File: src/rtl/charge_cycle_sequencer_defs.svh
// Constants for the charge cycle sequencer: current width and targets, sense reference and trickle percentage.
// Assumes comparator outputs arrive as clean logic levels from the analog front end.
// Function
// Start a cycle only above undervoltage lockout and supply above battery by margin.
// At cycle start with battery below 11.2V, enter trickle charge.
// Trickle current target is about 15% of full-scale current.
// Above 11.2V charge at full-scale constant current, 200mV sense reference.
// At 16.8V regulation voltage move to constant-voltage operation.
// At end-of-charge current terminate, hold switch drive off at the supply.
// From terminated, restart when battery falls below 16V with input present.
// Removing then restoring input supply restarts a charge cycle.
// Input absent or below battery voltage puts the sequencer in sleep; with supply_ok low the code goes to ST_OFF instead.
// Below undervoltage lockout level of about 6V the charger stays off.
// Thermistor below 175mV is too hot, above 1.61V too cold.
// Out-of-window temperature suspends charging; it resumes once back in range.
// Battery overshoot above 8% turns the switch off until cleared.
// Charging indicator pulled low while charging, high impedance otherwise.
// Done indicator pulled low while terminated, high impedance otherwise.
// Without battery, cycling makes both indicators toggle as a pulse train.
// Both indicators released in lockout, sleep or temperature fault.
// Comparators synchronised; faults override charging states on switch drive.
`ifndef CHARGE_CYCLE_SEQUENCER_DEFS_SVH
`define CHARGE_CYCLE_SEQUENCER_DEFS_SVH
`define CCS_CUR_W        8
`define CCS_CUR_FULL     8'hC8
`define CCS_CUR_TRICKLE  8'h1E
`define CCS_SENSE_REF_MV 8'hC8
`define CCS_TRICKLE_PCT  8'h0F
`endif

File: src/rtl/charge_cycle_sequencer_pkg.sv
// Types for the charge cycle sequencer.
// Assumes the defs header is compiled alongside.
package charge_cycle_sequencer_pkg;
  typedef enum logic [2:0] {
    ST_OFF, ST_TRICKLE, ST_CC, ST_CV, ST_DONE, ST_SLEEP, ST_SUSPEND
  } chg_state_t;

  typedef struct packed {
    logic supply_ok;
    logic supply_above_bat;
    logic bat_above_precharge;
    logic bat_at_regulation;
    logic bat_below_recharge;
    logic current_at_eoc;
    logic temp_below_hot;
    logic temp_above_cold;
    logic bat_overvoltage;
  } comp_t;

  typedef struct packed {
    comp_t      sync1;
    comp_t      sync2;
    chg_state_t state;
    chg_state_t resume;
    logic       drive_on;
    logic [7:0] cur_target;
    logic       cv_mode;
    logic       chg_ind;
    logic       done_ind;
  } seq_state_t;
endpackage

File: src/rtl/charge_cycle_sequencer.sv
// Charge cycle state machine driving switch gate enable and two open-drain indicators.
// Assumes comparator levels from analog circuitry; analog loops use cur_target and cv_mode.
`timescale 1ns/1ns
`include "charge_cycle_sequencer_defs.svh"
module charge_cycle_sequencer (
  input  wire logic                               core_clk_in,
  input  wire logic                               srst_in,
  input  wire charge_cycle_sequencer_pkg::comp_t  comp_in,
  output logic                                    switch_gate_drive_out,
  output logic [`CCS_CUR_W-1:0]                   current_target_out,
  output logic                                    cv_mode_out,
  output logic                                    charging_indicator_n_out,
  output logic                                    charging_indicator_n_oe_out,
  output logic                                    done_indicator_n_out,
  output logic                                    done_indicator_n_oe_out,
  output charge_cycle_sequencer_pkg::chg_state_t  state_out
);
  charge_cycle_sequencer_pkg::seq_state_t s_q;
  charge_cycle_sequencer_pkg::seq_state_t s_d;
  charge_cycle_sequencer_pkg::comp_t      c;
  logic                                   temp_ok;
  logic                                   awake;
  logic                                   can_start;
  logic                                   fault;

  function automatic charge_cycle_sequencer_pkg::chg_state_t start_state(
    input logic above_pre);
    start_state = above_pre ? charge_cycle_sequencer_pkg::ST_CC
                            : charge_cycle_sequencer_pkg::ST_TRICKLE;
  endfunction

  function automatic logic is_charging(input charge_cycle_sequencer_pkg::chg_state_t st);
    is_charging = (st == charge_cycle_sequencer_pkg::ST_TRICKLE) ||
                  (st == charge_cycle_sequencer_pkg::ST_CC) ||
                  (st == charge_cycle_sequencer_pkg::ST_CV);
  endfunction

  always_comb begin
    c         = s_q.sync2;
    temp_ok   = c.temp_below_hot && !c.temp_above_cold;
    awake     = c.supply_ok && c.supply_above_bat;
    can_start = awake;
    fault     = !awake || !temp_ok || c.bat_overvoltage;
    s_d       = s_q;
    s_d.sync1 = comp_in;
    s_d.sync2 = s_q.sync1;
    if (!awake) begin
      s_d.state = c.supply_ok ? charge_cycle_sequencer_pkg::ST_SLEEP
                              : charge_cycle_sequencer_pkg::ST_OFF;
    end else begin
      unique case (s_q.state)
        charge_cycle_sequencer_pkg::ST_OFF,
        charge_cycle_sequencer_pkg::ST_SLEEP: begin
          if (can_start) begin
            s_d.state = start_state(c.bat_above_precharge);
          end
        end
        charge_cycle_sequencer_pkg::ST_TRICKLE,
        charge_cycle_sequencer_pkg::ST_CC,
        charge_cycle_sequencer_pkg::ST_CV: begin
          if (!temp_ok) begin
            s_d.resume = s_q.state;
            s_d.state  = charge_cycle_sequencer_pkg::ST_SUSPEND;
          end else if (s_q.state == charge_cycle_sequencer_pkg::ST_TRICKLE) begin
            if (c.bat_above_precharge) begin
              s_d.state = charge_cycle_sequencer_pkg::ST_CC;
            end
          end else if (s_q.state == charge_cycle_sequencer_pkg::ST_CC) begin
            if (c.bat_at_regulation) begin
              s_d.state = charge_cycle_sequencer_pkg::ST_CV;
            end
          end else if (c.current_at_eoc) begin
            s_d.state = charge_cycle_sequencer_pkg::ST_DONE;
          end
        end
        charge_cycle_sequencer_pkg::ST_DONE: begin
          if (c.bat_below_recharge) begin
            s_d.state = start_state(c.bat_above_precharge);
          end
        end
        charge_cycle_sequencer_pkg::ST_SUSPEND: begin
          if (temp_ok) begin
            s_d.state = s_q.resume;
          end
        end
        default: s_d.state = charge_cycle_sequencer_pkg::ST_OFF;
      endcase
    end
    s_d.drive_on   = is_charging(s_d.state) && !fault;
    s_d.cur_target = (s_d.state == charge_cycle_sequencer_pkg::ST_TRICKLE)
                     ? `CCS_CUR_TRICKLE : `CCS_CUR_FULL;
    s_d.cv_mode    = (s_d.state == charge_cycle_sequencer_pkg::ST_CV);
    s_d.chg_ind    = is_charging(s_d.state) && awake && temp_ok;
    s_d.done_ind   = (s_d.state == charge_cycle_sequencer_pkg::ST_DONE) && awake
                     && temp_ok;
  end

  always_ff @(posedge core_clk_in) begin
    if (srst_in) begin
      s_q <= '0;
    end else begin
      s_q <= s_d;
    end
  end

  assign switch_gate_drive_out       = s_q.drive_on;
  assign current_target_out          = s_q.cur_target;
  assign cv_mode_out                 = s_q.cv_mode;
  assign charging_indicator_n_out    = 1'b0;
  assign charging_indicator_n_oe_out = s_q.chg_ind;
  assign done_indicator_n_out        = 1'b0;
  assign done_indicator_n_oe_out     = s_q.done_ind;
  assign state_out                   = s_q.state;

  property p_sleep;
    @(posedge core_clk_in) disable iff (srst_in)
      !s_q.sync2.supply_above_bat |=> !switch_gate_drive_out && !charging_indicator_n_oe_out;
  endproperty
  a_sleep: assert property (p_sleep) else $error("charging while asleep");

  property p_lockout;
    @(posedge core_clk_in) disable iff (srst_in)
      !s_q.sync2.supply_ok |=> state_out == charge_cycle_sequencer_pkg::ST_OFF;
  endproperty
  a_lockout: assert property (p_lockout) else $error("not off in lockout");

  property p_ov;
    @(posedge core_clk_in) disable iff (srst_in)
      s_q.sync2.bat_overvoltage |=> !switch_gate_drive_out;
  endproperty
  a_ov: assert property (p_ov) else $error("switch on in overvoltage");

  property p_trickle_cur;
    @(posedge core_clk_in) disable iff (srst_in)
      state_out == charge_cycle_sequencer_pkg::ST_TRICKLE
      |-> current_target_out == `CCS_CUR_TRICKLE;
  endproperty
  a_trickle_cur: assert property (p_trickle_cur) else $error("wrong trickle target");

  property p_done_ind;
    @(posedge core_clk_in) disable iff (srst_in)
      done_indicator_n_oe_out |-> state_out == charge_cycle_sequencer_pkg::ST_DONE
                                  && !charging_indicator_n_oe_out;
  endproperty
  a_done_ind: assert property (p_done_ind) else $error("done indicator mismatch");

  property p_eoc;
    @(posedge core_clk_in) disable iff (srst_in)
      state_out == charge_cycle_sequencer_pkg::ST_CV && s_q.sync2.current_at_eoc
      && s_q.sync2.supply_ok && s_q.sync2.supply_above_bat && temp_ok
      |=> state_out == charge_cycle_sequencer_pkg::ST_DONE ##0 !switch_gate_drive_out;
  endproperty
  a_eoc: assert property (p_eoc) else $error("no termination at end current");

  property p_temp;
    @(posedge core_clk_in) disable iff (srst_in)
      !temp_ok |=> !switch_gate_drive_out && !charging_indicator_n_oe_out
                   && !done_indicator_n_oe_out;
  endproperty
  a_temp: assert property (p_temp) else $error("active out of temperature window");

  property p_recharge;
    @(posedge core_clk_in) disable iff (srst_in)
      state_out == charge_cycle_sequencer_pkg::ST_DONE && s_q.sync2.bat_below_recharge
      && awake && temp_ok |=> charging_indicator_n_oe_out;
  endproperty
  a_recharge: assert property (p_recharge) else $error("no recharge restart");

  property p_idle_hold;
    @(posedge core_clk_in) disable iff (srst_in)
      (state_out == charge_cycle_sequencer_pkg::ST_OFF
       || state_out == charge_cycle_sequencer_pkg::ST_SLEEP) && !awake
      |=> !is_charging(state_out) && !switch_gate_drive_out;
  endproperty
  a_idle_hold: assert property (p_idle_hold) else $error("started without supply");

  property p_start_trickle;
    @(posedge core_clk_in) disable iff (srst_in)
      (state_out == charge_cycle_sequencer_pkg::ST_OFF
       || state_out == charge_cycle_sequencer_pkg::ST_SLEEP) && awake
      && !s_q.sync2.bat_above_precharge
      |=> state_out == charge_cycle_sequencer_pkg::ST_TRICKLE;
  endproperty
  a_start_trickle: assert property (p_start_trickle) else $error("no trickle start");

  property p_start_cc;
    @(posedge core_clk_in) disable iff (srst_in)
      (state_out == charge_cycle_sequencer_pkg::ST_OFF
       || state_out == charge_cycle_sequencer_pkg::ST_SLEEP) && awake
      && s_q.sync2.bat_above_precharge
      |=> state_out == charge_cycle_sequencer_pkg::ST_CC;
  endproperty
  a_start_cc: assert property (p_start_cc) else $error("no full current start");

  property p_trickle_to_cc;
    @(posedge core_clk_in) disable iff (srst_in)
      state_out == charge_cycle_sequencer_pkg::ST_TRICKLE && awake && temp_ok
      && s_q.sync2.bat_above_precharge
      |=> state_out == charge_cycle_sequencer_pkg::ST_CC
          && current_target_out == `CCS_CUR_FULL;
  endproperty
  a_trickle_to_cc: assert property (p_trickle_to_cc) else $error("trickle not left");

  property p_cc_to_cv;
    @(posedge core_clk_in) disable iff (srst_in)
      state_out == charge_cycle_sequencer_pkg::ST_CC && awake && temp_ok
      && s_q.sync2.bat_at_regulation
      |=> state_out == charge_cycle_sequencer_pkg::ST_CV && cv_mode_out;
  endproperty
  a_cc_to_cv: assert property (p_cc_to_cv) else $error("no voltage mode");

  property p_cv_flag;
    @(posedge core_clk_in) disable iff (srst_in)
      cv_mode_out == (state_out == charge_cycle_sequencer_pkg::ST_CV);
  endproperty
  a_cv_flag: assert property (p_cv_flag) else $error("voltage mode flag wrong");

  property p_full_target;
    @(posedge core_clk_in) disable iff (srst_in)
      state_out == charge_cycle_sequencer_pkg::ST_CC
      || state_out == charge_cycle_sequencer_pkg::ST_CV
      |-> current_target_out == `CCS_CUR_FULL;
  endproperty
  a_full_target: assert property (p_full_target) else $error("wrong full target");

  property p_drive_states;
    @(posedge core_clk_in) disable iff (srst_in)
      switch_gate_drive_out |-> is_charging(state_out);
  endproperty
  a_drive_states: assert property (p_drive_states) else $error("switch on when idle");

  property p_done_entry;
    @(posedge core_clk_in) disable iff (srst_in)
      state_out == charge_cycle_sequencer_pkg::ST_DONE
      |-> $past(state_out) == charge_cycle_sequencer_pkg::ST_DONE
          || $past(state_out) == charge_cycle_sequencer_pkg::ST_CV;
  endproperty
  a_done_entry: assert property (p_done_entry) else $error("bad entry to done");

  property p_recharge_ind;
    @(posedge core_clk_in) disable iff (srst_in)
      state_out == charge_cycle_sequencer_pkg::ST_DONE && s_q.sync2.bat_below_recharge
      && awake && temp_ok
      |=> is_charging(state_out) && !done_indicator_n_oe_out;
  endproperty
  a_recharge_ind: assert property (p_recharge_ind) else $error("no toggle");

  property p_done_hold;
    @(posedge core_clk_in) disable iff (srst_in)
      state_out == charge_cycle_sequencer_pkg::ST_DONE && !s_q.sync2.bat_below_recharge
      && awake |=> state_out == charge_cycle_sequencer_pkg::ST_DONE;
  endproperty
  a_done_hold: assert property (p_done_hold) else $error("left done early");

  property p_done_show;
    @(posedge core_clk_in) disable iff (srst_in)
      state_out == charge_cycle_sequencer_pkg::ST_DONE && !s_q.sync2.bat_below_recharge
      && awake && temp_ok |=> done_indicator_n_oe_out && !done_indicator_n_out;
  endproperty
  a_done_show: assert property (p_done_show) else $error("done not shown");

  property p_ov_clear;
    @(posedge core_clk_in) disable iff (srst_in)
      is_charging(state_out) && awake && temp_ok && !s_q.sync2.bat_overvoltage
      |=> switch_gate_drive_out || state_out == charge_cycle_sequencer_pkg::ST_DONE;
  endproperty
  a_ov_clear: assert property (p_ov_clear) else $error("switch stays off");

  property p_enter_suspend;
    @(posedge core_clk_in) disable iff (srst_in)
      is_charging(state_out) && awake && !temp_ok
      |=> state_out == charge_cycle_sequencer_pkg::ST_SUSPEND
          && s_q.resume == $past(state_out);
  endproperty
  a_enter_suspend: assert property (p_enter_suspend) else $error("no suspend");

  property p_resume;
    @(posedge core_clk_in) disable iff (srst_in)
      state_out == charge_cycle_sequencer_pkg::ST_SUSPEND && awake && temp_ok
      |=> state_out == $past(s_q.resume);
  endproperty
  a_resume: assert property (p_resume) else $error("no resume");

  property p_sync;
    @(posedge core_clk_in) disable iff (srst_in)
      !$past(srst_in) |-> s_q.sync1 == $past(comp_in) && s_q.sync2 == $past(s_q.sync1);
  endproperty
  a_sync: assert property (p_sync) else $error("synchroniser skipped");

  property p_lockout_ind;
    @(posedge core_clk_in) disable iff (srst_in)
      !s_q.sync2.supply_ok |=> !switch_gate_drive_out && !charging_indicator_n_oe_out
                               && !done_indicator_n_oe_out;
  endproperty
  a_lockout_ind: assert property (p_lockout_ind) else $error("active in lockout");

  property p_sleep_state;
    @(posedge core_clk_in) disable iff (srst_in)
      s_q.sync2.supply_ok && !s_q.sync2.supply_above_bat
      |=> state_out == charge_cycle_sequencer_pkg::ST_SLEEP && !done_indicator_n_oe_out;
  endproperty
  a_sleep_state: assert property (p_sleep_state) else $error("not asleep");

  c_full_cycle: cover property (@(posedge core_clk_in) disable iff (srst_in)
    state_out == charge_cycle_sequencer_pkg::ST_CV ##1
    state_out == charge_cycle_sequencer_pkg::ST_DONE);
  c_trickle_cc: cover property (@(posedge core_clk_in) disable iff (srst_in)
    state_out == charge_cycle_sequencer_pkg::ST_TRICKLE ##1
    state_out == charge_cycle_sequencer_pkg::ST_CC);
  c_suspend: cover property (@(posedge core_clk_in) disable iff (srst_in)
    state_out == charge_cycle_sequencer_pkg::ST_SUSPEND);
  c_recharge: cover property (@(posedge core_clk_in) disable iff (srst_in)
    state_out == charge_cycle_sequencer_pkg::ST_DONE ##1
    state_out == charge_cycle_sequencer_pkg::ST_CC);
  c_overvolt: cover property (@(posedge core_clk_in) disable iff (srst_in)
    state_out == charge_cycle_sequencer_pkg::ST_CV && !switch_gate_drive_out);
endmodule

File: config.mk
export PLATFORM = sky130hd
export DESIGN_NAME = charge_cycle_sequencer
export DESIGN_NICKNAME = d
export VERILOG_FILES = /design/src/rtl/charge_cycle_sequencer_pkg.sv /design/src/rtl/charge_cycle_sequencer.sv
export VERILOG_INCLUDE_DIRS = /design/src /design/src/rtl
export SDC_FILE = /design/constraint.sdc
export NUM_CORES = 1
export LEC_CHECK = 0
export ABC_CLOCK_PERIOD_IN_PS = 2000
export BUFFER_PORTS_ARGS = -buffer_cell sky130_fd_sc_hd__buf_2
export CORE_AREA = 2 2 61 63
export CTS_CLUSTER_DIAMETER = 30
export DETAILED_ROUTE_END_ITERATION = 16
export DIE_AREA = 0 0 63 65
export GPL_TIMING_DRIVEN = 0
export SLEW_MARGIN = 20
export SYNTH_ARGS = -nofsm -noshare
export SYNTH_HDL_FRONTEND = slang
export SYNTH_SLANG_ARGS = --single-unit
File: constraint.sdc
create_clock -name core_clk_in -period 2 [get_ports core_clk_in]
set_input_delay 0.4 -clock core_clk_in [delete_from_list [all_inputs] [get_ports core_clk_in]]
set_output_delay 0.4 -clock core_clk_in [all_outputs]
set_load 0.03 [all_outputs]
=== After elaboration in Yosys (flattened, before gate mapping) ===
Index checks and enable logic that the tools add are counted.

* Register bits after elaboration: 36
* Output and inout bits: 17

* Equality and inequality tests: 10
* Muxes and demuxes: 13
* Reduce and logical (&&, ||, !) cells: 19

{| class="wikitable"
|+ Operators by type and width
! operator !! number
|-
| two-way mux 3 bit || 10
|-
| equality test 3 x 2 -> 1 bit, second input constant || 4
|-
| equality test 3 bit, second input constant || 4
|-
| one-hot mux 3 bit (4 select lines) || 1
|-
| two-way mux 8 bit || 1
|-
| logical AND 1 bit || 7
|-
| equality test 3 x 1 -> 1 bit, second input constant || 2
|-
| zero test 1 bit || 4
|-
| logical OR 1 bit || 4
|-
| zero test 3 bit || 1
|-
| OR reduction 3 bit || 1
|-
| two-way mux 2 bit || 1
|-
| AND reduction 2 bit || 1
|-
| OR reduction 2 bit || 1
|}

=== Depth between registers and ports, before layout ===
Gate-level depths: netlist of the first run.

* Word-level depth: 11
* Mapped depth: 5

=== Worst setup path before layout of the first run ===
Ideal clock, no wire load.

* Path type: reg2reg
* Start: reg s_q (netlist bit state_out[2])
* End: reg s_q (netlist bit cv_mode_out)
* Setup time: 0.088 ns
* Arrival time: 1.363 ns
* Required time: 1.912 ns
* Setup slack: 0.549 ns
* Stages on the path, launching flop included: 5
* Cell sequence: dfxtp_1 -> nor3b_1 -> or4_4 -> o211a_2 -> nor4bb_4

* Longest elaborated chain between the ends: 7

{| class="wikitable"
|+ Ends and longest elaborated chain
! what !! line !! text
|-
| from (decl) || charge_cycle_sequencer.sv:18 || <nowiki>charge_cycle_sequencer_pkg::seq_state_t s_q;</nowiki>
|-
| from (signal assigned) || charge_cycle_sequencer.sv:100 || <nowiki>s_q <= '0;</nowiki>
|-
| from (signal assigned) || charge_cycle_sequencer.sv:102 || <nowiki>s_q <= s_d;</nowiki>
|-
| equality test 3 x 2 -> 1 bit (tied with other cells) || charge_cycle_sequencer.sv:51, charge_cycle_sequencer.sv:68 ||
|-
| two-way mux 3 bit || charge_cycle_sequencer.sv:68 || <nowiki>end else if (s_q.state == charge_cycle_sequencer_pkg::ST_CC) begin</nowiki>
|-
| two-way mux 3 bit || charge_cycle_sequencer.sv:64 || <nowiki>end else if (s_q.state == charge_cycle_sequencer_pkg::ST_TRICKLE) begin</nowiki>
|-
| two-way mux 3 bit || charge_cycle_sequencer.sv:61 || <nowiki>if (!temp_ok) begin</nowiki>
|-
| one-hot mux 3 bit (4 select lines) * || charge_cycle_sequencer.sv:51 || <nowiki>unique case (s_q.state)</nowiki>
|-
| two-way mux 3 bit * || charge_cycle_sequencer.sv:47 || <nowiki>if (!awake) begin</nowiki>
|-
| equality test 3 x 2 -> 1 bit * || charge_cycle_sequencer.sv:92 || <nowiki>s_d.cv_mode = (s_d.state == charge_cycle_sequencer_pkg::ST_CV);</nowiki>
|}

Every way passes the cells marked *; elsewhere a longest branch is shown, timed or not.
A chain may end at the register's enable or synchronous reset.

=== Worst setup path in the final report of the first run ===
* Start: reg s_q (netlist bit state_out[1])
* End: reg s_q (netlist bit done_indicator_n_oe_out)

* Longest elaborated chain between the ends: 9

{| class="wikitable"
|+ Ends and longest elaborated chain
! what !! line !! text
|-
| equality test 3 x 2 -> 1 bit (tied with other cells) || charge_cycle_sequencer.sv:51, charge_cycle_sequencer.sv:68 ||
|-
| two-way mux 3 bit || charge_cycle_sequencer.sv:68 ||
|-
| two-way mux 3 bit || charge_cycle_sequencer.sv:64 ||
|-
| two-way mux 3 bit || charge_cycle_sequencer.sv:61 ||
|-
| one-hot mux 3 bit (4 select lines) * || charge_cycle_sequencer.sv:51 ||
|-
| two-way mux 3 bit * || charge_cycle_sequencer.sv:47 ||
|-
| equality test 3 bit * || charge_cycle_sequencer.sv:94 || <nowiki>s_d.done_ind = (s_d.state == charge_cycle_sequencer_pkg::ST_DONE) && awake</nowiki>
|-
| logical AND 1 bit * || charge_cycle_sequencer.sv:94 ||
|-
| logical AND 1 bit * || charge_cycle_sequencer.sv:95 || <nowiki>&& temp_ok;</nowiki>
|}

Marked as above.

==> flow_results.org, run 1 <==
** Outcome
- The run finished with clean final reports.

** Route
- The first routing iteration left 17 violations.
- In this run the remaining antenna-violating nets after routing total 0.
- The first TritonRoute pass finished after 4 iterations.
- In the routed layout, each cell is associated on average with a via count of 4.48.
- Routed wire length :: 2140 µm
- Residual DRC :: 0
- Via count :: 946
- Routed wire length per instance :: 10.1 µm

** Global routing
- The number of global-route vias before repair came to 867.
- met2 is the most crowded layer.
- Met1 usage :: 12.1%
- First-pass GRT wire length :: 3680 µm
- Met3 track utilization from global routing :: 5.73%
- Antenna violations before repair :: 0
- Routing usage on met2 :: 19.7%
- Largest net degree at the start of global routing :: 11
- Global routing consumed, over all layers together, 12.1% of the routing resources.
- After global routing the overflow that remains totals 0.

** Pwr
- Max VDD drop :: 0.414 mV
- Sequential cells account for 56.7% of the total power.
- Share of power burned in combinational logic :: 8.8%
- Power Internal :: 888 µW
- The analysis attributes to net switching a power of 251 µW.
- Net switching is 22.0% of the power.
- The clock network burns 34.6% of the power.
- In this run the power density over the cells is 731 nW/µm².
- Leakage power :: 0.670 nW

** Timing
- For the final database, setup skew stands at 0.00453 ns.
- The count of final hold-check violations is 0.
- Fin Setup TNS :: 0 ns
- Setup violations, final :: 0
- Final cycle utilization of the critical path :: 80.7%
- For the finished layout, the period the worst path requires is 1.61 ns.
- Number of slew-limit violations in the final report :: 0
- Setup repair after global routing left no endpoint under its margin.
- Max Clk Rate :: 620 MHz

** Floorplan
- Row generation in the floorplan step produced 22 rows.
- Total I/O pin count :: 28
- Measured along the y axis, the die boundary spans 65 µm.
- The floorplan step defined a core boundary enclosing 3500 µm².
- Effective utilization at floorplan :: 37.3%
- The floorplan step defined a die boundary enclosing 4100 µm².
- Die Span X :: 63 µm

** Clock network
- In this run the deepest clock path goes through 2 buffers.
- Maximum level of the CTS H-tree :: 2
- For this design, the sink count on the clock tree is 31.
- In this run the clock root is driven by a sky130_fd_sc_hd__clkbuf_4.
- Clock slew seen by the registers of the worst setup and hold paths :: 0.08 ns
- The number of clock buffers added by TritonCTS is 5.
- # hold bufs at CTS :: 0
- CTS-repair resized insts :: 0
- TritonCTS built the clock tree.
- At the later pin of the worst-skew pair, clock insertion delay measures 0.32 ns.
- Number of buffers inserted to repair setup after CTS :: 0

** Synth
- Flip-flop and latch count after synthesis :: 31
- Unique masters post-synth :: 37
- Cell count after synthesis :: 129
- Async set-reset flop share out of synthesis :: 0%
- After synthesis, flip-flops and latches occupy 47.6% of the total area.
- Post-Synthesis Mean Instance Area :: 10.1 µm²
- Number of enable-type register cells in the synthesized netlist :: 0
- Synth Flop Type :: sky130_fd_sc_hd__dfxtp_1
- Post-synthesis instance area :: 1300 µm²
- Yosys printed 0 warnings.

** Placed design
- Placed Instances :: 203
- Count of input and output buffers :: 23
- Final RePlAce weighted congestion :: 0.820
- Detail Placement HPWL :: 1660 µm

** Critical path
- Data arrives at the worst endpoint at 1.82 ns.
- The most numerous cell type found on the critical path is sky130_fd_sc_hd__a211oi_1.
- STA classifies the critical path startpoint as a flip-flop.
- Data on the critical path is required at its endpoint by 2.20 ns.
- Cell family with most CP delay :: compound AO/OA/AOI/OAI gates
- Endpoint class of the critical path :: flip-flop
- Counting both buffers and inverters, the worst setup path holds a total of 1.
- The critical path goes through buf_4 > nor2b_1 > a211oi_1 > a211oi_1 > nor4b_2.
- Type of the worst setup path :: reg -> reg
- CP max FO :: 10
- For this run, the slowest stage of the critical path takes 0.46 ns.
- Slowest cell on crit path :: sky130_fd_sc_hd__dfxtp_1

** Final layout
- The top cell types in the final layout, fill and taps aside, are sky130_fd_sc_hd__dfxtp_1, sky130_fd_sc_hd__nor2b_1, sky130_fd_sc_hd__buf_2.
- Final Non-Filler Cells :: 211
- Layout Area Growth over Synthesis :: 19.6%
- In the final layout, the share of cells above drive strength 1 is 31.9%.
- The library cell used most frequently in the layout, excluding fill and tap cells, is sky130_fd_sc_hd__dfxtp_1.
- In the final design database the tool counted 173 nets.
- Total inserted antenna cells :: 0

** Hold path
- The worst hold path belongs to the class in -> reg.

** Flow run
- Max-cap violations in this run came to 0.
## final cells by class
type                    count  area [µm²]
repair buffers             23         115
clock buffers               8        68.8
well taps                  48        60.1
flip-flops and latches     31         621
inverters                   5        18.8
multi-input cells          78         543
fillers                   359        1940
plain buffers              18         131
## per-stage QoR
step                util, %  hold slack (ns)  cell area [µm²]  total power [mW]  setup slack [ns]
floorplan                 -            0.414             1310             0.735             0.549
detailed placement     42.6            0.423             1490             0.760             0.418
global route           44.6            0.275             1560              1.20             0.246
finish                 44.6            0.280             1560              1.14             0.386
global placement       42.6            0.423             1490             0.758             0.449
CTS                    44.6            0.269             1560              1.16             0.396
## Yosys cell counts (all sizes together) (2+ instances only)
| master | number | area share (%) |
|---|---|---|
| o21ai | 4 | 1.5 |
| nand2b | 3 | 1.4 |
| clkbuf | 2 | 0.58 |
| a31oi | 3 | 1.4 |
| nor2b | 23 | 11 |
| nor3 | 2 | 0.77 |
| nor3b | 3 | 1.7 |
| nand2 | 4 | 1.2 |
| buf | 16 | 9.5 |
| nor2 | 5 | 1.4 |
| mux2i | 2 | 1.5 |
| o211ai | 3 | 1.7 |
| inv | 5 | 1.4 |
| a211oi | 2 | 1.2 |
| dfxtp | 31 | 48 |
| a21oi | 2 | 0.77 |
## metal layers
metal,up-vias,wire length [µm]
met5,-,0
met4,0,61
met3,8,153
met2,33,987
met1,414,932
li1,491,-
## flip-flops by register name, summed over array words and instances, names as in the netlist
| name | flops |
|---|---|
| done_indicator_n_oe_out | 1 |
| s_d | 9 |
| state_out | 3 |
| switch_gate_drive_out | 1 |
| charging_indicator_n_oe_out | 1 |
| c | 9 |
| s_q | 3 |
| cv_mode_out | 1 |
| current_target_out | 3 |
## power by group through the flow
stage	sequential [mW]	clock (mW)	combinational (mW)
2_1_floorplan	0.658	0	0.0774
3_3_place_gp	0.660	0	0.0985
3_5_place_dp	0.660	0	0.100
4_1_cts	0.646	0.412	0.100
5_1_grt	0.649	0.440	0.109
6_report	0.645	0.394	0.0999
## kinds of logic (layout without fill, tap and decap cells)
family,Yosys count,after routing,share of synthesized area [%]
flops,31,31,47.6
simple gates,50,50,25.8
buf+inv,23,54,11.5
other cells,1,4,0.288
mux,2,2,1.54
compound gates,22,22,13.2
## path summary, 6_finish.rpt
kind	depth (start not counted)	slack [ns]	endpoint	from
hold / removal	2	0.28	s_d[22]$_SDFF_PP0_	comp_in[4]
hold reg to reg	1	0.44	c[1]$_SDFF_PP0_	s_d[19]$_SDFF_PP0_
setup reg to reg	5	0.39	done_indicator_n_oe_out$_SDFF_PP0_	state_out[1]$_SDFF_PP0_
setup / recovery	5	0.39	done_indicator_n_oe_out$_SDFF_PP0_	state_out[1]$_SDFF_PP0_
## worst register-to-register path: stages (launching register included)
cell                       delay, ns
sky130_fd_sc_hd__dfxtp_1        0.46
sky130_fd_sc_hd__buf_4          0.21
sky130_fd_sc_hd__nor2b_1        0.25
sky130_fd_sc_hd__a211oi_1       0.14
sky130_fd_sc_hd__a211oi_1       0.34
sky130_fd_sc_hd__nor4b_2        0.09
Power figures use the tool's default switching activity.
==> run 2: changes to the inputs <==
Settings changed: ABC_CLOCK_PERIOD_IN_PS 2000 to 1290.
Clock period 2 ns to 1.29 ns, I/O delays scaled along.
==> run 2 against run 1 <==
Effect of this change: the run now ends with setup timing left; via count is 7.5% higher; clock skew is 0.0070 ns higher; worst setup slack worse by 0.63 ns; final area is 13% higher; non-clock buffer count is 8 higher; critical path type unchanged; largest cell class is now multi-input combinational cells; largest power group unchanged.
==> flow_results.org, run 2 (synthesized netlist as in run 1, its figures left out) <==
** Timing
- Worst-case setup margin in the final layout :: -0.247 ns
- Min cycle time layout :: 1.54 ns
- Setup violations remaining at the end of the flow were counted as 11.
- Across all hold checks on the routed design, the worst slack comes to 0.134 ns.
- For the final routed database, the setup TNS stands at -1.79 ns.
- Number of slew-limit violations in the final report :: 0
- Setup repair after global routing missed its margin :: yes
- Final cycle utilization of the critical path :: 119%
- For the pin with the worst max-slew slack, the measured transition is 0.513 ns.
- Max Clk Rate :: 651 MHz
- Total count of hold-check failures in the final report :: 0
- The worst pin sits at a relative slew slack of 65.8%.
- On the final layout, the worst clock skew is 0.0116 ns.

** Global routing
- In the global route stage, met1 resource usage came out at 12.7%.
- Via count of the first global-routing pass :: 937
- Largest net degree at the start of global routing :: 11
- Most heavily used metal layer in global routing :: met2
- GR Overflow Total :: 0
- Routing usage on met2 :: 21.9%
- Met3 track utilization from global routing :: 5.03%
- Antenna violations before repair :: 0
- The first global-routing pass estimated 3940 µm of wire.
- Overall Global Routing Usage :: 12.6%

** Critical path
- STA puts the critical path data arrival time at 1.78 ns.
- The setup path with the least slack is of type reg -> reg.
- Critical path buffers and inverters :: 0
- Cell family with most CP delay :: simple AND/OR/NAND/NOR gates
- For this run, the slowest stage of the critical path takes 0.49 ns.
- On the critical path, the stage with the largest delay is an instance of sky130_fd_sc_hd__or4_4.
- At the worst endpoint, the required time is 1.53 ns.
- STA classifies the critical path endpoint as a flip-flop.
- Cells along the critical path :: nor3b_4 > or4_4 > o211a_4 > nor4bb_4
- Along the worst path, the maximum fanout reaches 5.
- The worst setup path is launched from a flip-flop.

** Placed design
- The congestion estimate from routability-driven global placement came to 0.823.
- Port buffering added 23 buffers.
- Detail Placement HPWL :: 1650 µm

** Hold path
- Worst hold-check path type :: in -> reg

** Flow run
- The tool flagged a number of max-cap violations equal to 0.

** Final layout
- The area growth from synthesis to layout is 34.8%.
- Total inserted antenna cells :: 0
- In the layout the commonest cells are sky130_fd_sc_hd__dfxtp_1, sky130_fd_sc_hd__buf_2, sky130_fd_sc_hd__nor2b_1.
- Most frequent standard cell in the layout excluding fill and tap cells :: sky130_fd_sc_hd__dfxtp_1
- Layout cells sized above 1 :: 46.2%
- Final core utilization :: 50.2%
- The net count of the finished layout is 181.

** Route
- The detail route stage leaves a number of antenna-violating nets equal to 0.
- After detailed routing, the number of remaining DRC violations is 0.
- In the final routed layout, each cell accounts on average for 11.2 µm.
- Vias per Instance :: 4.64
- Wires add up to 2450 µm.
- TritonRoute pass-1 iters :: 4
- 1st-iter DRT viols :: 30
- Via count :: 1017

** Clock network
- Clock Tree Buf Depth :: 2
- After clock tree synthesis, the clock-pin slew on the worst setup and hold paths is 0.09 ns.
- Clock buffers created by TritonCTS :: 5
- After clock tree synthesis, the flow added hold-fix buffers numbering 0.
- Root Driver :: sky130_fd_sc_hd__clkbuf_4
- Clk Latency, worst-skew pair :: 0.33 ns
- TritonCTS built the clock tree.
- Maximum level of the CTS H-tree :: 2
- Clock Sink Count :: 31

** Pwr
- Pwr Density :: 1020 nW/µm²
- Total power :: 1.80 mW
- The worst-case IR drop observed on VDD is 0.586 mV.
- For this design the static power due to leakage is 0.744 nW.

** Floorplan
- Row Count :: 22
- Effective utilization at floorplan :: 37.3%
- The die covers 4100 µm².
- In this run the vertical extent of the chip is 65 µm.
- 28 I/O pins were placed.
- Die Span X :: 63 µm
- The core region is 3500 µm².

** Outcome
- Failing checks :: setup timing
- The flow ran to the end, but the final reports show violations.
==> run 2: changes by cell type in the layout (fill, tap and decap cells not counted), sizes merged <==
| cell | previous run | this run |
|---|---|---|
| buf | 39 | 47 |
==> run 2: repair_timing <==
item                                   4_1_cts  5_1_grt
gates cloned                                 1        0
setup buffers                                4        3
endpoints found under the hold margin        0        0
pin swaps                                    3        8
resized for setup                            4       22
setup endpoints to repair                   12       14
==> run 2: worst reg2reg max path, cell delays in order, from the launching register on <==
cell	delay [ns]
sky130_fd_sc_hd__dfxtp_4	0.37
sky130_fd_sc_hd__nor3b_4	0.15
sky130_fd_sc_hd__or4_4	0.49
sky130_fd_sc_hd__o211a_4	0.18
sky130_fd_sc_hd__nor4bb_4	0.26
==> run 2: final cells by class <==
type | count | area, µm²
fill | 347 | 1740
inverter | 5 | 18.8
multi-input combinational | 78 | 654
buffer | 18 | 143
sequential | 31 | 632
tap | 48 | 60.1
timing repair buffer | 31 | 179
clock buffer | 8 | 68.8
==> run 2: metrics by stage <==
| step | instances | setup WS (ns) | cell area [µm²] |
|---|---|---|---|
| after floorplan | 132 | -0.156 | 1350 |
| after global placement | 203 | -0.224 | 1520 |
| after detailed placement | 203 | -0.227 | 1520 |
| after CTS | 216 | -0.235 | 1640 |
| after global routing | 219 | -0.311 | 1760 |
| final | 219 | -0.247 | 1760 |
==> run 2: routing by layer <==
metal  wire (µm)  share of wire [%]
met5           0                  0
met4          53                2.2
met3         183                7.5
met2        1140                 46
met1        1080                 44
==> run 2: path summary, 6_finish.rpt <==
| path | depth (start not counted) | startpoint | to | slack, ns |
|---|---|---|---|---|
| setup / recovery | 4 | state_out[2]$_SDFF_PP0_ | cv_mode_out$_SDFF_PP0_ | -0.25 |
| hold / removal | 2 | comp_in[3] | s_d[21]$_SDFF_PP0_ | 0.13 |
| setup reg to reg | 4 | state_out[2]$_SDFF_PP0_ | cv_mode_out$_SDFF_PP0_ | -0.25 |
| hold reg to reg | 1 | s_d[22]$_SDFF_PP0_ | c[4]$_SDFF_PP0_ | 0.44 |
==> run 2: power breakdown <==
part	internal (mW)	switching (mW)
sequential	0.983	0.0163
clock	0.320	0.303
combinational	0.0804	0.0939
total	1.38	0.413
==> run 3: changes to the inputs <==
Settings changed: CORE_AREA 2 2 61 63 to 2 2 76 78, DIE_AREA 0 0 63 65 to 0 0 78 80.
==> run 3 against run 2 <==
Effect of this change: core utilization decreased by 18 points; clock-buffer cell count decreased by 2; critical path depth unchanged; sequential share of layout area decreased by 0.066 points; final area decreased by 0.21%; power increased by 19%; the run still ends with setup timing left; worst setup slack improved by 0.0030 ns; wire length decreased by 2.9%; register-to-register slack about the same; critical endpoint is now done_indicator_n_oe_out$_SDFF_PP0_; maximum frequency increased by 0.19%; combinational power decreased by 4%.
==> flow_results.org, run 3 (synthesized netlist as in run 1, its figures left out) <==
** Critical path
- STA classifies the critical path endpoint as a flip-flop.
- At the worst endpoint, the required time is 1.48 ns.
- Along the worst path, the maximum fanout reaches 7.
- The worst setup path is launched from a flip-flop.
- Type of the worst setup path :: reg -> reg
- Crit path DAT :: 1.73 ns

** Outcome
- Run status :: finished with violations
- Failing checks :: setup timing

** Floorplan
- From bottom edge to top edge, the die measures 80 µm.
- Measured along the x axis, the die boundary spans 78 µm.
- Die Footprint :: 6240 µm²
- Row Count :: 27
- The core region is 5410 µm².
- The initial utilization of the core area, before any placement, comes to 24.1%.
- Total I/O pin count :: 28

** Route
- In this run the remaining antenna-violating nets after routing total 0.
- After detailed routing, the number of vias per cell comes to 3.92.
- Via count :: 945
- Residual DRC :: 0
- The first routing iteration left 29 violations.
- For this block, the routed nets add up to 2380 µm of wire.
- TritonRoute pass-1 iters :: 4
- Routed wire length per instance :: 9.87 µm

** Placed design
- Placed Instances :: 227
- Routability-driven placement finished with a final weighted congestion of 0.775.
- After detailed placement, the total cell area comes to 1550 µm².
- Input and output buffers added on the ports amount to 23.
- Summed over all nets, the half-perimeter wirelength after detailed placement is 1670 µm.

** Final layout
- Excluding fillers, the count of instances in the completed layout stands at 241.
- Total inserted antenna cells :: 0
- Once layout is complete, the utilization of the core stands at 32.4%.
- Most frequent standard cell in the layout excluding fill and tap cells :: sky130_fd_sc_hd__dfxtp_1
- Most frequent cells in the layout :: sky130_fd_sc_hd__dfxtp_1, sky130_fd_sc_hd__buf_2, sky130_fd_sc_hd__nor2b_1
- The post-route netlist has 42.0% of its cells at a drive strength greater than 1.
- Layout Area Growth over Synthesis :: 34.5%
- With fillers left out, the area of the finished cells amounts to 1750 µm².
- Nets :: 179

** Timing
- Setup slack on the critical path of the routed design comes to -0.244 ns.
- The worst pin sits at a relative slew slack of 65.2%.
- Setup repair after global routing could not meet its margin everywhere.
- Final worst hold slack :: 0.187 ns
- Setup violations remaining at the end of the flow were counted as 9.
- The count of final hold-check violations came to 0.
- Number of slew-limit violations in the final report :: 0
- For this run, the top clock speed supported by timing is 652 MHz.
- Worst slew pin tran :: 0.522 ns
- Max Clock Skew :: 0.0106 ns
- Min cycle time layout :: 1.53 ns
- The worst path uses 119% of the clock period.

** Global routing
- Overall Global Routing Usage :: 8.72%
- Entering global routing, the biggest net connects 11 pins.
- The number of global-route vias before repair was 973.
- GR Overflow Total :: 0
- Antenna violations before repair :: 0
- First-pass GRT wire length :: 4200 µm

** Hold path
- Worst hold-check path type :: in -> reg

** Clock network
- Maximum level of the CTS H-tree :: 2
- The tree built by TritonCTS fans out to 31 sinks.
- Root Driver :: sky130_fd_sc_hd__clkbuf_8
- TritonCTS built the clock tree.
- Clock-pin slew was measured on the worst setup and hold paths at 0.07 ns.
- Buffers inserted during clock tree synthesis total 5.
- # hold bufs at CTS :: 0
- The clock reaches the later pin of the worst-skew pair after 0.28 ns.
- Clock Tree Buf Depth :: 2

** Pwr
- Total power :: 2.14 mW
- Power spread over the standard cell area amounts to 1220 nW/µm².
- Leakage power :: 0.747 nW
- VDD sags by at most 0.655 mV.

** Flow run
- Number of max-capacitance violations reported :: 0
==> run 3: what timing repair did <==
item	in CTS	in global routing
setup buffers	6	1
setup endpoints to repair	11	13
gates resized for setup	9	5
hold endpoints to repair	0	0
pin swaps	3	2
cloned	1	0
==> run 3: critical path, cell delays in order, from the launching register on <==
cell and delay [ns]:
sky130_fd_sc_hd__dfxtp_2 0.37, sky130_fd_sc_hd__nor3b_1 0.31, sky130_fd_sc_hd__o32ai_1 0.20, sky130_fd_sc_hd__a22oi_4 0.32, sky130_fd_sc_hd__nor4b_2 0.26
==> run 3: routing by layer <==
layer	vias up	wire length (µm)	track usage, %
met2	25	1100	14.5
met5	-	0	0
met4	0	42	4.04
li1	502	-	-
met1	412	1090	9.44
met3	6	145	4.07
==> run 3: report_power, final <==
part           internal, mW  leakage [nW]  switching [mW]
clock                 0.624        0.0612           0.342
combinational        0.0778         0.429          0.0896
sequential            0.988         0.257          0.0152
total                  1.69         0.747           0.447
==> run 3: final cells by class <==
cell class | instances | area [µm²]
inverters | 5 | 18.8
plain buffers | 17 | 131
clock inverters | 2 | 35.0
clock buffers | 6 | 82.6
flip-flops and latches | 31 | 629
multi-input cells | 78 | 589
well taps | 72 | 90.1
fillers | 564 | 3650
repair buffers | 30 | 175
==> run 3: path summary, 6_finish.rpt <==
kind	end	cells after the start	slack, ns	startpoint
setup / recovery	done_indicator_n_oe_out$_SDFF_PP0_	4	-0.24	state_out[2]$_SDFF_PP0_
hold / removal	s_d[24]$_SDFF_PP0_	2	0.19	comp_in[6]
setup reg to reg	done_indicator_n_oe_out$_SDFF_PP0_	4	-0.24	state_out[2]$_SDFF_PP0_
hold reg to reg	c[6]$_SDFF_PP0_	1	0.43	s_d[24]$_SDFF_PP0_
==> run 3: metrics by stage <==
| stage | TNS (ns) | setup slack (ns) |
|---|---|---|
| finish | -1.53 | -0.244 |
| global route | -2.17 | -0.287 |
| CTS | -1.27 | -0.228 |
| detailed placement | -1.68 | -0.232 |
| global placement | -1.65 | -0.248 |
| floorplan | -0.466 | -0.156 |
